<file path="src/pbm_pkg.sv">
// constants, types and address decode for the port pin multiplexer
// assumes a 32-bit AXI4-Lite register bus with word-indexed registers

package pbm_pkg;

    // ****************************************
    // bus and map
    // ****************************************
    localparam int ADDR_W = 14;
    localparam int PIN_COUNT = 3;
    localparam logic [11:0] BLK_BASE_IDX = 12'h200;
    localparam logic [11:0] NB_BASE_IDX = 12'h300;
    localparam logic [11:0] CFG1_IDX = 12'h020;
    localparam logic [11:0] CFG2_IDX = 12'h021;
    localparam logic [11:0] DATA_IDX = 12'h022;
    localparam logic [1:0] RESP_OKAY = 2'h0;
    localparam logic [1:0] RESP_SLVERR = 2'h2;

    // ****************************************
    // fields and reset values
    // ****************************************
    localparam int PUE_LSB = 4;
    localparam int DDR_LSB = 0;
    localparam int PWM_SEL_BIT = 3;
    localparam int PWM_EN_BIT = 2;
    localparam int SER_LSB = 0;
    localparam logic [7:0] CFG1_RST = 8'h00;
    localparam logic [7:0] CFG2_RST = 8'h00;
    localparam logic [2:0] DATA_RST = 3'h0;
    localparam logic [7:0] CFG1_MASK = 8'h77;
    localparam logic [7:0] CFG2_MASK = 8'h0F;

    // ****************************************
    // types
    // ****************************************
    typedef enum logic [1:0] {
        SER_INTERNAL = 2'b00,
        SER_EXT_SCI = 2'b01,
        SER_EXT_LIN = 2'b10,
        SER_OBSERVE = 2'b11
    } pbm_ser_mode_type;

    typedef enum logic [1:0] {
        LVL_ANALOG = 2'b00,
        LVL_TIMER = 2'b01,
        LVL_ALT = 2'b10,
        LVL_GPIO = 2'b11
    } pbm_level_type;

    typedef enum logic [1:0] {
        REG_CFG1 = 2'b00,
        REG_CFG2 = 2'b01,
        REG_DATA = 2'b10,
        REG_NONE = 2'b11
    } pbm_reg_type;

    typedef struct packed {
        logic out;
        logic oe;
    } pbm_drive_type;

    // both bases alias the same three registers
    function automatic pbm_reg_type pbm_decode(input logic [ADDR_W-1:0] addr);
        logic [11:0] idx;
        idx = addr[ADDR_W-1:2];
        if (idx == BLK_BASE_IDX + CFG1_IDX || idx == NB_BASE_IDX + CFG1_IDX) begin
            return REG_CFG1;
        end else if (idx == BLK_BASE_IDX + CFG2_IDX || idx == NB_BASE_IDX + CFG2_IDX) begin
            return REG_CFG2;
        end else if (idx == BLK_BASE_IDX + DATA_IDX || idx == NB_BASE_IDX + DATA_IDX) begin
            return REG_DATA;
        end else begin
            return REG_NONE;
        end
    endfunction

endpackage

</file>
<file path="src/pbm_pin_sel.sv">
// one pin: picks the winning function and its drive
// assumes requests and drives come from logic on the same clock
`timescale 1ns/1ps

module pbm_pin_sel
    import pbm_pkg::*;
(
    input wire logic adc_req,
    input wire logic tim_req,
    input wire logic alt_req,
    input wire pbm_drive_type tim_drv,
    input wire pbm_drive_type alt_drv,
    input wire pbm_drive_type gpio_drv,
    input wire logic pue,
    output pbm_drive_type drv,
    output logic pullup_on,
    output pbm_level_type level
);

    // ****************************************
    // priority pick
    // ****************************************
    always_comb begin
        if (adc_req) begin
            level = LVL_ANALOG;
            drv = '{out: 1'b0, oe: 1'b0};
        end else if (tim_req) begin
            level = LVL_TIMER;
            drv = tim_drv;
        end else if (alt_req) begin
            level = LVL_ALT;
            drv = alt_drv;
        end else begin
            level = LVL_GPIO;
            drv = gpio_drv;
        end
    end

    // ddr output direction kills pull-up, even when timer or alternate wins; analog pins never see it
    assign pullup_on = pue && !gpio_drv.oe && (level != LVL_ANALOG);

endmodule // pbm_pin_sel

</file>
<file path="src/pbm_port_mux.sv">
// port pin multiplexer top with its AXI4-Lite register slave
// assumes pins are asynchronous and on-chip modules share aclk
//
// Implementation choice: the AXI4-Lite slave port.
`timescale 1ns/1ps

module pbm_port_mux
    import pbm_pkg::*;
(
    input wire logic aclk,
    input wire logic aresetn,
    input wire logic [ADDR_W-1:0] awaddr,
    input wire logic awvalid,
    output logic awready,
    input wire logic [31:0] wdata,
    input wire logic [3:0] wstrb,
    input wire logic wvalid,
    output logic wready,
    output logic [1:0] bresp,
    output logic bvalid,
    input wire logic bready,
    input wire logic [ADDR_W-1:0] araddr,
    input wire logic arvalid,
    output logic arready,
    output logic [31:0] rdata,
    output logic [1:0] rresp,
    output logic rvalid,
    input wire logic rready,
    input wire logic [PIN_COUNT-1:0] port_pin_in,
    output logic [PIN_COUNT-1:0] port_pin_out,
    output logic [PIN_COUNT-1:0] port_pin_oe,
    output logic [PIN_COUNT-1:0] port_pin_pullup,
    input wire logic [PIN_COUNT-1:0] adc_select,
    input wire logic [PIN_COUNT-1:0] timer_select,
    input wire logic [PIN_COUNT-1:0] timer_out,
    input wire logic [PIN_COUNT-1:0] timer_out_en,
    output logic [PIN_COUNT-1:0] timer_capture_in,
    input wire logic sci_txd,
    output logic sci_rxd,
    input wire logic lin_phy_rxd,
    output logic lin_phy_txd,
    input wire logic pwm_channel_0,
    input wire logic pwm_channel_1
);

    // ****************************************
    // state
    // ****************************************
    logic [7:0] cfg1_r;
    logic [7:0] cfg2_r;
    logic [2:0] data_r;
    logic [PIN_COUNT-1:0] pin_meta_r;
    logic [PIN_COUNT-1:0] pin_sync_r;
    logic awready_r;
    logic wready_r;
    logic bvalid_r;
    logic [1:0] bresp_r;
    logic arready_r;
    logic rvalid_r;
    logic [1:0] rresp_r;
    logic [31:0] rdata_r;
    logic [ADDR_W-1:0] aw_addr_r;
    logic [7:0] w_data_r;
    logic w_strb_r;
    logic wr_fire;
    pbm_reg_type wr_reg;
    pbm_reg_type rd_reg;
    logic [2:0] pue;
    logic [2:0] ddr;
    logic pwm_sel;
    logic pwm_en;
    pbm_ser_mode_type ser_mode;
    logic [PIN_COUNT-1:0] alt_req;
    pbm_drive_type alt_drv [PIN_COUNT];
    pbm_drive_type pin_drv [PIN_COUNT];
    pbm_level_type level [PIN_COUNT];
    logic [PIN_COUNT-1:0] pullup_nxt;
    logic sci_rxd_nxt;
    logic lin_txd_nxt;
    logic [2:0] rd_port;
    logic [PIN_COUNT-1:0] pin_out_r;
    logic [PIN_COUNT-1:0] pin_oe_r;
    logic [PIN_COUNT-1:0] pin_pullup_r;
    logic [PIN_COUNT-1:0] tim_cap_r;
    logic sci_rxd_r;
    logic lin_txd_r;

    assign pue = cfg1_r[PUE_LSB +: 3];
    assign ddr = cfg1_r[DDR_LSB +: 3];
    assign pwm_sel = cfg2_r[PWM_SEL_BIT];
    assign pwm_en = cfg2_r[PWM_EN_BIT];
    assign ser_mode = pbm_ser_mode_type'(cfg2_r[SER_LSB +: 2]);

    // ****************************************
    // pin synchroniser
    // ****************************************
    always_ff @(posedge aclk) begin
        if (!aresetn) begin
            pin_meta_r <= '0;
            pin_sync_r <= '0;
        end else begin
            pin_meta_r <= port_pin_in;
            pin_sync_r <= pin_meta_r;
        end
    end

    // ****************************************
    // AXI4-Lite write channel
    // ****************************************
    // one write in flight; bvalid one edge after both halves are taken
    assign wr_fire = !awready_r && !wready_r && !bvalid_r;
    assign wr_reg = pbm_decode(aw_addr_r);

    always_ff @(posedge aclk) begin
        if (!aresetn) begin
            awready_r <= 1'b1;
            wready_r <= 1'b1;
            bvalid_r <= 1'b0;
            bresp_r <= RESP_OKAY;
            aw_addr_r <= '0;
            w_data_r <= 8'h00;
            w_strb_r <= 1'b0;
        end else begin
            if (awvalid && awready_r) begin
                awready_r <= 1'b0;
                aw_addr_r <= awaddr;
            end
            if (wvalid && wready_r) begin
                wready_r <= 1'b0;
                w_data_r <= wdata[7:0];
                w_strb_r <= wstrb[0];
            end
            if (wr_fire) begin
                bvalid_r <= 1'b1;
                // unmapped words answer with an error
                bresp_r <= (wr_reg == REG_NONE) ? RESP_SLVERR : RESP_OKAY;
            end
            if (bvalid_r && bready) begin
                bvalid_r <= 1'b0;
                awready_r <= 1'b1;
                wready_r <= 1'b1;
            end
        end
    end

    // ****************************************
    // configuration and data registers
    // ****************************************
    // reserved bits are masked on write so they always read zero
    always_ff @(posedge aclk) begin
        if (!aresetn) begin
            cfg1_r <= CFG1_RST;
            cfg2_r <= CFG2_RST;
            data_r <= DATA_RST;
        end else if (wr_fire && w_strb_r) begin
            // both bases reach the same word
            if (wr_reg == REG_CFG1) begin
                cfg1_r <= w_data_r & CFG1_MASK;
            end else if (wr_reg == REG_CFG2) begin
                cfg2_r <= w_data_r & CFG2_MASK;
            end else if (wr_reg == REG_DATA) begin
                data_r <= w_data_r[2:0];
            end
        end
    end

    // ****************************************
    // AXI4-Lite read channel
    // ****************************************
    assign rd_reg = pbm_decode(araddr);
    // outputs read back the latch, inputs the synced pin
    assign rd_port = (ddr & data_r) | (~ddr & pin_sync_r);

    always_ff @(posedge aclk) begin
        if (!aresetn) begin
            arready_r <= 1'b1;
            rvalid_r <= 1'b0;
            rresp_r <= RESP_OKAY;
            rdata_r <= 32'h0000_0000;
        end else begin
            if (arvalid && arready_r) begin
                arready_r <= 1'b0;
                rvalid_r <= 1'b1;
                rresp_r <= RESP_OKAY;
                if (rd_reg == REG_CFG1) begin
                    rdata_r <= {24'h00_0000, cfg1_r};
                end else if (rd_reg == REG_CFG2) begin
                    rdata_r <= {24'h00_0000, cfg2_r};
                end else if (rd_reg == REG_DATA) begin
                    rdata_r <= {29'h0000_0000, rd_port};
                end else begin
                    rdata_r <= 32'h0000_0000;
                    rresp_r <= RESP_SLVERR;
                end
            end
            if (rvalid_r && rready) begin
                rvalid_r <= 1'b0;
                arready_r <= 1'b1;
            end
        end
    end

    // ****************************************
    // alternate function requests and drives
    // ****************************************
    // serial/PWM requested by the routing fields themselves
    assign alt_req = {pwm_en, {2{ser_mode != SER_INTERNAL}}};

    always_comb begin
        alt_drv[0] = '{out: 1'b0, oe: 1'b0};
        alt_drv[1] = '{out: 1'b0, oe: 1'b0};
        alt_drv[2] = '{out: pwm_sel ? pwm_channel_1 : pwm_channel_0, oe: 1'b1};
        case (ser_mode)
            SER_EXT_SCI: begin
                alt_drv[1] = '{out: sci_txd, oe: 1'b1};
            end
            SER_EXT_LIN: begin
                // lin receive out on pin 0
                alt_drv[0] = '{out: lin_phy_rxd, oe: 1'b1};
            end
            SER_OBSERVE: begin
                // both pins mirror the inside link
                alt_drv[0] = '{out: lin_phy_rxd, oe: 1'b1};
                alt_drv[1] = '{out: sci_txd, oe: 1'b1};
            end
            default: begin
            end
        endcase
    end

    // ****************************************
    // serial and LIN inside routing
    // ****************************************
    // a pin lost to a higher function feeds idle high, never a stale level
    always_comb begin
        sci_rxd_nxt = 1'b1;
        lin_txd_nxt = 1'b1;
        case (ser_mode)
            SER_INTERNAL, SER_OBSERVE: begin
                // serial talks to the LIN layer inside
                sci_rxd_nxt = lin_phy_rxd;
                lin_txd_nxt = sci_txd;
            end
            SER_EXT_SCI: begin
                sci_rxd_nxt = (level[0] == LVL_ALT) ? pin_sync_r[0] : 1'b1;
            end
            SER_EXT_LIN: begin
                lin_txd_nxt = (level[1] == LVL_ALT) ? pin_sync_r[1] : 1'b1;
            end
            default: begin
            end
        endcase
    end

    // ****************************************
    // per pin priority
    // ****************************************
    for (genvar i = 0; i < PIN_COUNT; i++) begin : g_pin
        pbm_pin_sel u_sel (
            .adc_req(adc_select[i]),
            .tim_req(timer_select[i]),
            .alt_req(alt_req[i]),
            .tim_drv({timer_out[i], timer_out_en[i]}),
            .alt_drv(alt_drv[i]),
            // plain output takes the data bit
            .gpio_drv({data_r[i], ddr[i]}),
            .pue(pue[i]),
            .drv(pin_drv[i]),
            .pullup_on(pullup_nxt[i]),
            .level(level[i])
        );
    end

    // ****************************************
    // registered outputs
    // ****************************************
    always_ff @(posedge aclk) begin
        if (!aresetn) begin
            pin_out_r <= '0;
            pin_oe_r <= '0;
            pin_pullup_r <= '0;
            tim_cap_r <= '0;
            sci_rxd_r <= 1'b1;
            lin_txd_r <= 1'b1;
        end else begin
            for (int i = 0; i < PIN_COUNT; i++) begin
                pin_out_r[i] <= pin_drv[i].out;
                pin_oe_r[i] <= pin_drv[i].oe;
            end
            pin_pullup_r <= pullup_nxt;
            tim_cap_r <= pin_sync_r;
            sci_rxd_r <= sci_rxd_nxt;
            lin_txd_r <= lin_txd_nxt;
        end
    end

    assign awready = awready_r;
    assign wready = wready_r;
    assign bvalid = bvalid_r;
    assign bresp = bresp_r;
    assign arready = arready_r;
    assign rvalid = rvalid_r;
    assign rresp = rresp_r;
    assign rdata = rdata_r;
    assign port_pin_out = pin_out_r;
    assign port_pin_oe = pin_oe_r;
    assign port_pin_pullup = pin_pullup_r;
    assign timer_capture_in = tim_cap_r;
    assign sci_rxd = sci_rxd_r;
    assign lin_phy_txd = lin_txd_r;
endmodule // pbm_port_mux

</file>
<file path="config.mk">
export PLATFORM = sky130hd
export DESIGN_NAME = pbm_port_mux
export DESIGN_NICKNAME = d
export VERILOG_FILES = /design/src/pbm_pkg.sv /design/src/pbm_pin_sel.sv /design/src/pbm_port_mux.sv
export SDC_FILE = /design/constraint.sdc
export NUM_CORES = 1
export LEC_CHECK = 0
export ABC_CLOCK_PERIOD_IN_PS = 1800
export BUFFER_PORTS_ARGS = -buffer_cell sky130_fd_sc_hd__buf_2
export CAP_MARGIN = 20
export CORE_ASPECT_RATIO = 1.5
export CORE_MARGIN = 2
export CORE_UTILIZATION = 46
export CTS_CLUSTER_SIZE = 30
export DETAILED_ROUTE_END_ITERATION = 7
export GPL_ROUTABILITY_DRIVEN = 0
export MAX_ROUTING_LAYER = met4
export PLACE_DENSITY = 0.85
export SYNTH_ARGS = -nofsm -noshare
export SYNTH_HDL_FRONTEND = slang
export SYNTH_SLANG_ARGS = --single-unit
</file>
<file path="constraint.sdc">
create_clock -name aclk -period 1.8 [get_ports aclk]
set_clock_uncertainty 0.05 [all_clocks]
set_input_delay 0.36 -clock aclk [delete_from_list [all_inputs] [get_ports aclk]]
set_output_delay 0.36 -clock aclk [all_outputs]
set_load 0.005 [all_outputs]
</file>
==> metrics, run 1 <==
grt total ovfl 0; setup violators final 0; # hold bufs at CTS 0; Avg Cell Area, Syn 9.17 um^2; Combinational Power Share 0.087; Post-synth top flop dfxtp_1; most frequent cells in the layout buf_2, nand2_1, dfxtp_1; fillers 564; post-cts repair resize count 0; # DRC 0; CTS tree done; routed wire length 5910 um; synth-to-layout area growth 19.2%; reg2reg path depth 4; I/O Buffers 83; top post-synthesis cells by area dfxtp_1, nand2_1, buf_4; largest family of logic cells by synthesized area simple AND/OR/NAND/NOR gates; die area 7130 um^2; vias in the first global route 2275; # diodes 0; EDFF count, synth 0; most common cell after layout, fill and taps aside buf_2; Chip Width 69.6 um; leakage power 1.63 nW; Power, Total 3.04 mW; clk buf depth 2; Root Buffer Master clkbuf_8; Max Cap Viol 0; # rows 35; fin crit share 0.821; initial antenna violation count 0; Worst-path clk slew 0.07 ns; reg2reg start cfg2_r[0]$_SDFFE_PN0P_; Post-CTS Setup Bufs 0; post-synthesis compound-gate area fraction 0.121; antenna-violating nets left 0; Sequential cell area 1320 um^2; delay-heaviest family, CP flip-flops; vias per cell 4.96; Post-Synth Adder-Cell Area 0.0168; CP bufs+invs 1; crit path kind flop to flop; Setup TNS 0 ns; global-route wire length before repair 10000 um; Final Instance Area 3540 um^2; fraction of power spent switching nets 0.240; Multi-input gate area 1460 um^2; Hold Crit Endpoint pin_meta_r[0]$_SDFF_PN0_; sequential power share 0.508; DR pass1 iterations 4; Rel. slew slack 0.634; CP cell instances inv_1 -> ha_1 -> o41ai_1 -> nand4b_1; Synth top area share 0.445; post-synth top area cell dfxtp_1; hold_sp port_pin_in[0]; Synth Area in Simple Gates 0.268; core area 6170 um^2; # placed instances 468; Ports 145; clock share of power 0.405; Post-Syn Area 2970 um^2; largest net degree at the start of global routing 62; synthesis warning total 0; DP Area 3340 um^2; via count 2403; worst r2r dst sci_rxd$_SDFF_PN1_; total CTS buffers 9; Mapped Cells 324; post-synthesis mux area share 0.0505; maximum fanout along the worst path 10; initial DRC count 147; xor-xnor portion of the synthesized cell area 0; Psw 0.730 mW; Worst Hold Class primary input to flop; CP peak stage delay 0.41 ns; layout cell share with drive strength beyond 1 0.266; WL per Instance 12.2 um; reg-to-reg slack, setup 0.32 ns; crit path time final 1.48 ns; Internal Power 2.31 mW; chip height 102 um; f_max 0.677 GHz; Startpoint Class flop; Unique masters post-synth 44; async set-reset flop share out of synthesis 0; slowest CP cell dfxtp_1; WP data arrival 1.65 ns; run status finished clean; Slew @ Worst Pin 0.548 ns; H-tree levels 3; Hold Fails Final Rpt 0; Final nets 499; worst hold path depth 2; initial core utilization 0.481; hpwl dp 4500 um; Non-Filler Instances 484; Power Density 859 nW/um^2; register area share after synthesis 0.445; flip-flop and latch count after synthesis 66; Slew Viols, Final 0; Req. time, crit path 1.97 ns; Clock Latency Late Sink 0.34 ns; clock sink total 66; RSZ-0062 raised after global routing no; Max rail drop VDD 763 uV; CP Capture Type flop; gr usage total 0.182
[through the flow]
stage / hold WS (ns) / utilization / worst slack [ns]
after global routing: 0.157 / 0.573 / 0.198
after floorplan: 0.362 / - / 0.372
after CTS: 0.159 / 0.573 / 0.316
final: 0.167 / 0.573 / 0.322
after detailed placement: 0.375 / 0.542 / 0.151
after global placement: 0.369 / 0.542 / 0.265
[per-layer routing]
layer / track usage / vias up / wire [um]
li1: - / 1216 / -
met1: 0.188 / 1103 / 2310
met2: 0.319 / 77 / 3130
met3: 0.0562 / 7 / 373
met4: 0.0828 / 0 / 91
met5: - / - / 0
[area by class of cell]
| cell class | instances | area share |
|---|---|---|
| multi-input combinational | 235 | 0.412 |
| sequential | 66 | 0.373 |
| timing repair buffer | 85 | 0.125 |
| clock buffer | 12 | 0.0410 |
| tap | 74 | 0.0261 |
| clock inverter | 4 | 0.0145 |
| inverter | 8 | 0.00848 |
[kinds of logic after synthesis]
group / Yosys count
compound gates: 51
buf+inv: 49
fa+ha+maj: 4
other cells: 1
mux: 15
flops: 66
simple gates: 138
[power groups by stage]
stage                     Clock, mW  Sequential, mW  Combinational (mW)
after CTS                      1.25            1.55               0.267
after global routing           1.33            1.55               0.301
after floorplan                   0            1.58               0.192
final                          1.23            1.54               0.264
after global placement            0            1.58               0.257
after detailed placement          0            1.58               0.265
[worst register-to-register path, stage by stage (launching register included)]
cell      delay, ns
dfxtp_1        0.41
inv_1          0.09
ha_1           0.31
o41ai_1        0.39
nand4b_1       0.12
[synth_stat cells (3+ instances only)]
cell,instances
nand3_1,9
or3b_2,3
and2_1,12
nand2_1,68
clkbuf_1,11
a21boi_1,6
nor3_1,5
o21ai_0,5
buf_2,3
nor2b_1,8
dfxtp_1,66
a21boi_0,15
mux2i_1,15
o21ai_1,7
ha_1,4
nor4bb_1,7
and3_1,3
nand2b_1,7
buf_4,27
inv_1,8
a221oi_1,3
[sequential cells by signal, summed over array words and instances, names as in the netlist, 4 cells and up]
signal / cells
cfg2_r: 4
cfg1_r: 6
w_data_r: 7
aw_addr_r: 11
rdata: 7
[worst max path at each step]
stage                                      start                endpoint  slack [ns]  cells past startpoint
after CTS                 cfg2_r[0]$_SDFFE_PN0P_      sci_rxd$_SDFF_PN1_        0.32                      4
after detailed placement               araddr[8]   rdata[6]$_SDFFE_PN0P_        0.15                      4
after global placement                 araddr[8]   rdata[6]$_SDFFE_PN0P_        0.26                      4
after global routing      cfg2_r[1]$_SDFFE_PN0P_      sci_rxd$_SDFF_PN1_        0.20                      4
after floorplan           cfg2_r[0]$_SDFFE_PN0P_  lin_phy_txd$_SDFF_PN1_        0.37                      5
final                     cfg2_r[0]$_SDFFE_PN0P_      sci_rxd$_SDFF_PN1_        0.32                      4
No activity file was read; power rests on OpenSTA's default activity.
==> run 2, diff against run 1 <==
--- a/config.mk
+++ b/config.mk
@@ -5,17 +5,18 @@
 export SDC_FILE = /design/constraint.sdc
 export NUM_CORES = 1
 export LEC_CHECK = 0
-export ABC_CLOCK_PERIOD_IN_PS = 1800
+export ABC_AREA = 1
+export ABC_CLOCK_PERIOD_IN_PS = 1200
 export BUFFER_PORTS_ARGS = -buffer_cell sky130_fd_sc_hd__buf_2
 export CAP_MARGIN = 20
 export CORE_ASPECT_RATIO = 1.5
 export CORE_MARGIN = 2
-export CORE_UTILIZATION = 46
+export CORE_UTILIZATION = 41
 export CTS_CLUSTER_SIZE = 30
 export DETAILED_ROUTE_END_ITERATION = 7
 export GPL_ROUTABILITY_DRIVEN = 0
 export MAX_ROUTING_LAYER = met4
-export PLACE_DENSITY = 0.85
+export PLACE_DENSITY = 0.81
 export SYNTH_ARGS = -nofsm -noshare
 export SYNTH_HDL_FRONTEND = slang
 export SYNTH_SLANG_ARGS = --single-unit
==> constraint.sdc (replaced) <==
create_clock -name aclk -period 1.2 [get_ports aclk]
set_clock_uncertainty 0.05 [all_clocks]
set_input_delay 0.24 -clock aclk [delete_from_list [all_inputs] [get_ports aclk]]
set_output_delay 0.24 -clock aclk [all_outputs]
set_load 0.005 [all_outputs]
==> metrics, run 2 <==
synthesis warning total 0; Final Instance Area 4090 um^2; hpwl dp 4950 um; max reg flops 11; routed wire length 7300 um; Post-Route Utilization 0.593; # DRC 0; Hold Fails Final Rpt 0; Multi-input gate area 1440 um^2; CP Capture Type flop; initial DRC count 100; CTS tree done; final worst slack -0.122 ns; most frequent cells in the layout buf_2, nor2_1, dfxtp_1; register area share after synthesis 0.453; Mapped Cells 396; f_max 0.756 GHz; most common cell in the synthesized netlist dfxtp_1; maximum fanout along the worst path 4; Avg Cell Area, Syn 7.37 um^2; grt total ovfl 0; fin crit share 1.10; most common cell after layout, fill and taps aside buf_2; leakage power 1.97 nW; gr usage total 0.189; RSZ-0062 raised after global routing yes; synth-to-layout area growth 40.1%; # rows 37; Setup TNS -1.03 ns; Max Cap Viol 0; chip height 107 um; Req. time, crit path 1.40 ns; Startpoint Class flop; EDFF count, synth 0; Max rail drop VDD 837 uV; core area 6900 um^2; Clock Latency Late Sink 0.35 ns; post-synth top area cell dfxtp_1; die area 7820 um^2; initial core utilization 0.423; met3 Track Usage GR 0.0375; clk buf depth 2; reg-to-reg slack, setup -0.12 ns; grt met1 use 0.190; # placed instances 573; violated checks negative setup slack; vias per cell 4.71; vias in the first global route 2584; Post-Syn Area 2920 um^2; initial antenna violation count 0; crit path time final 1.32 ns; Ports 145; Unique masters post-synth 29; flip-flop and latch count after synthesis 66; Worst-path clk slew 0.08 ns; Sequential cell area 1340 um^2; WL per Instance 12.3 um; fillers 586; DR pass1 iterations 4; Power Density 1310 nW/um^2; Root Buffer Master clkbuf_8; total CTS buffers 9; crit path kind flop to flop; clock sink total 66; DP Area 3520 um^2; run status complete, but fails checks; # hold bufs at CTS 0; async set-reset flop share out of synthesis 0; top post-synthesis cells by area dfxtp_1, nor2_1, nand2_1; Final nets 607; GR Layer Usage met2 0.342; largest net degree at the start of global routing 30; Slew Viols, Final 0; layout cell share with drive strength beyond 1 0.365; top cells by count, synth dfxtp_1, nor2_1, nand2_1; global-route wire length before repair 11100 um; Chip Width 72.9 um; Post-synth top flop dfxtp_1; I/O Buffers 83; Synth top area share 0.453; via count 2808; antenna-violating nets left 0; post-place setup slack -0.152 ns; Largest Register aw_addr_r; WP data arrival 1.53 ns; setup violators final 15; # diodes 0; H-tree levels 3; Worst Hold Class primary input to flop; Non-Filler Instances 596; gr busiest metal met2
## run 2: through the flow
stage / total power [mW] / hold WS [ns]
6_report: 5.35 / 0.0108
2_1_floorplan: 2.73 / 0.268
3_3_place_gp: 2.93 / 0.348
3_5_place_dp: 2.95 / 0.355
4_1_cts: 5.29 / 0.00676
5_1_grt: 5.56 / 0.0259
## run 2: timing repair
item                       4_1_cts  5_1_grt
gates cloned                     0        2
buffers inserted                 2        5
resized for setup               33       43
setup endpoints to repair       24       29
pin swaps                        7       17
## run 2: kinds of logic after synthesis
kind of cell	Yosys count	synth area share
simple gates	166	0.245
buf+inv	88	0.157
compound gates	71	0.127
flops	66	0.453
fa+ha+maj	4	0.0171
other cells	1	0.00128
## run 2: report_power, final
group / leakage [nW] / total [mW] / switching [mW] / internal [mW]
Sequential: 0.545 / 2.37 / 0.0737 / 2.30
Combinational: 1.31 / 0.655 / 0.350 / 0.305
Clock: 0.120 / 2.33 / 0.931 / 1.40
## run 2: metal layers
layer,part of all wire,vias up
li1,-,1445
met1,0.39,1245
met2,0.54,104
met3,0.051,14
met4,0.020,0
met5,0,-
## run 2: critical path: stages (launching register included)
cell      delay [ns]
dfxtp_2         0.32
inv_2           0.03
nor2_2          0.08
nand2_2         0.09
buf_6           0.13
nor3_4          0.20
buf_6           0.14
nand3b_1        0.07
nand2_1         0.06
nor2_1          0.04
## run 2: cell type report
class                           count  share of cell area
Multi-Input combinational cell    269               0.352
Sequential cell                    66               0.328
Timing Repair Buffer              117               0.187
Inverter                           49              0.0471
Clock buffer                        9              0.0303
Clock inverter                      7              0.0303
Tap cell                           78              0.0239
Timing Repair inverter              1             0.00184
## run 2: final timing paths
path,start,depth (start not counted),to
worst max-delay path,aw_addr_r[11]$_SDFFE_PN0P_,9,cfg2_r[3]$_SDFFE_PN0P_
worst min-delay path,adc_select[2],2,port_pin_pullup[2]$_SDFF_PN0_
worst max register to register,aw_addr_r[11]$_SDFFE_PN0P_,9,cfg2_r[3]$_SDFFE_PN0P_
worst min register to register,pin_meta_r[0]$_SDFF_PN0_,2,pin_sync_r[0]$_SDFF_PN0_
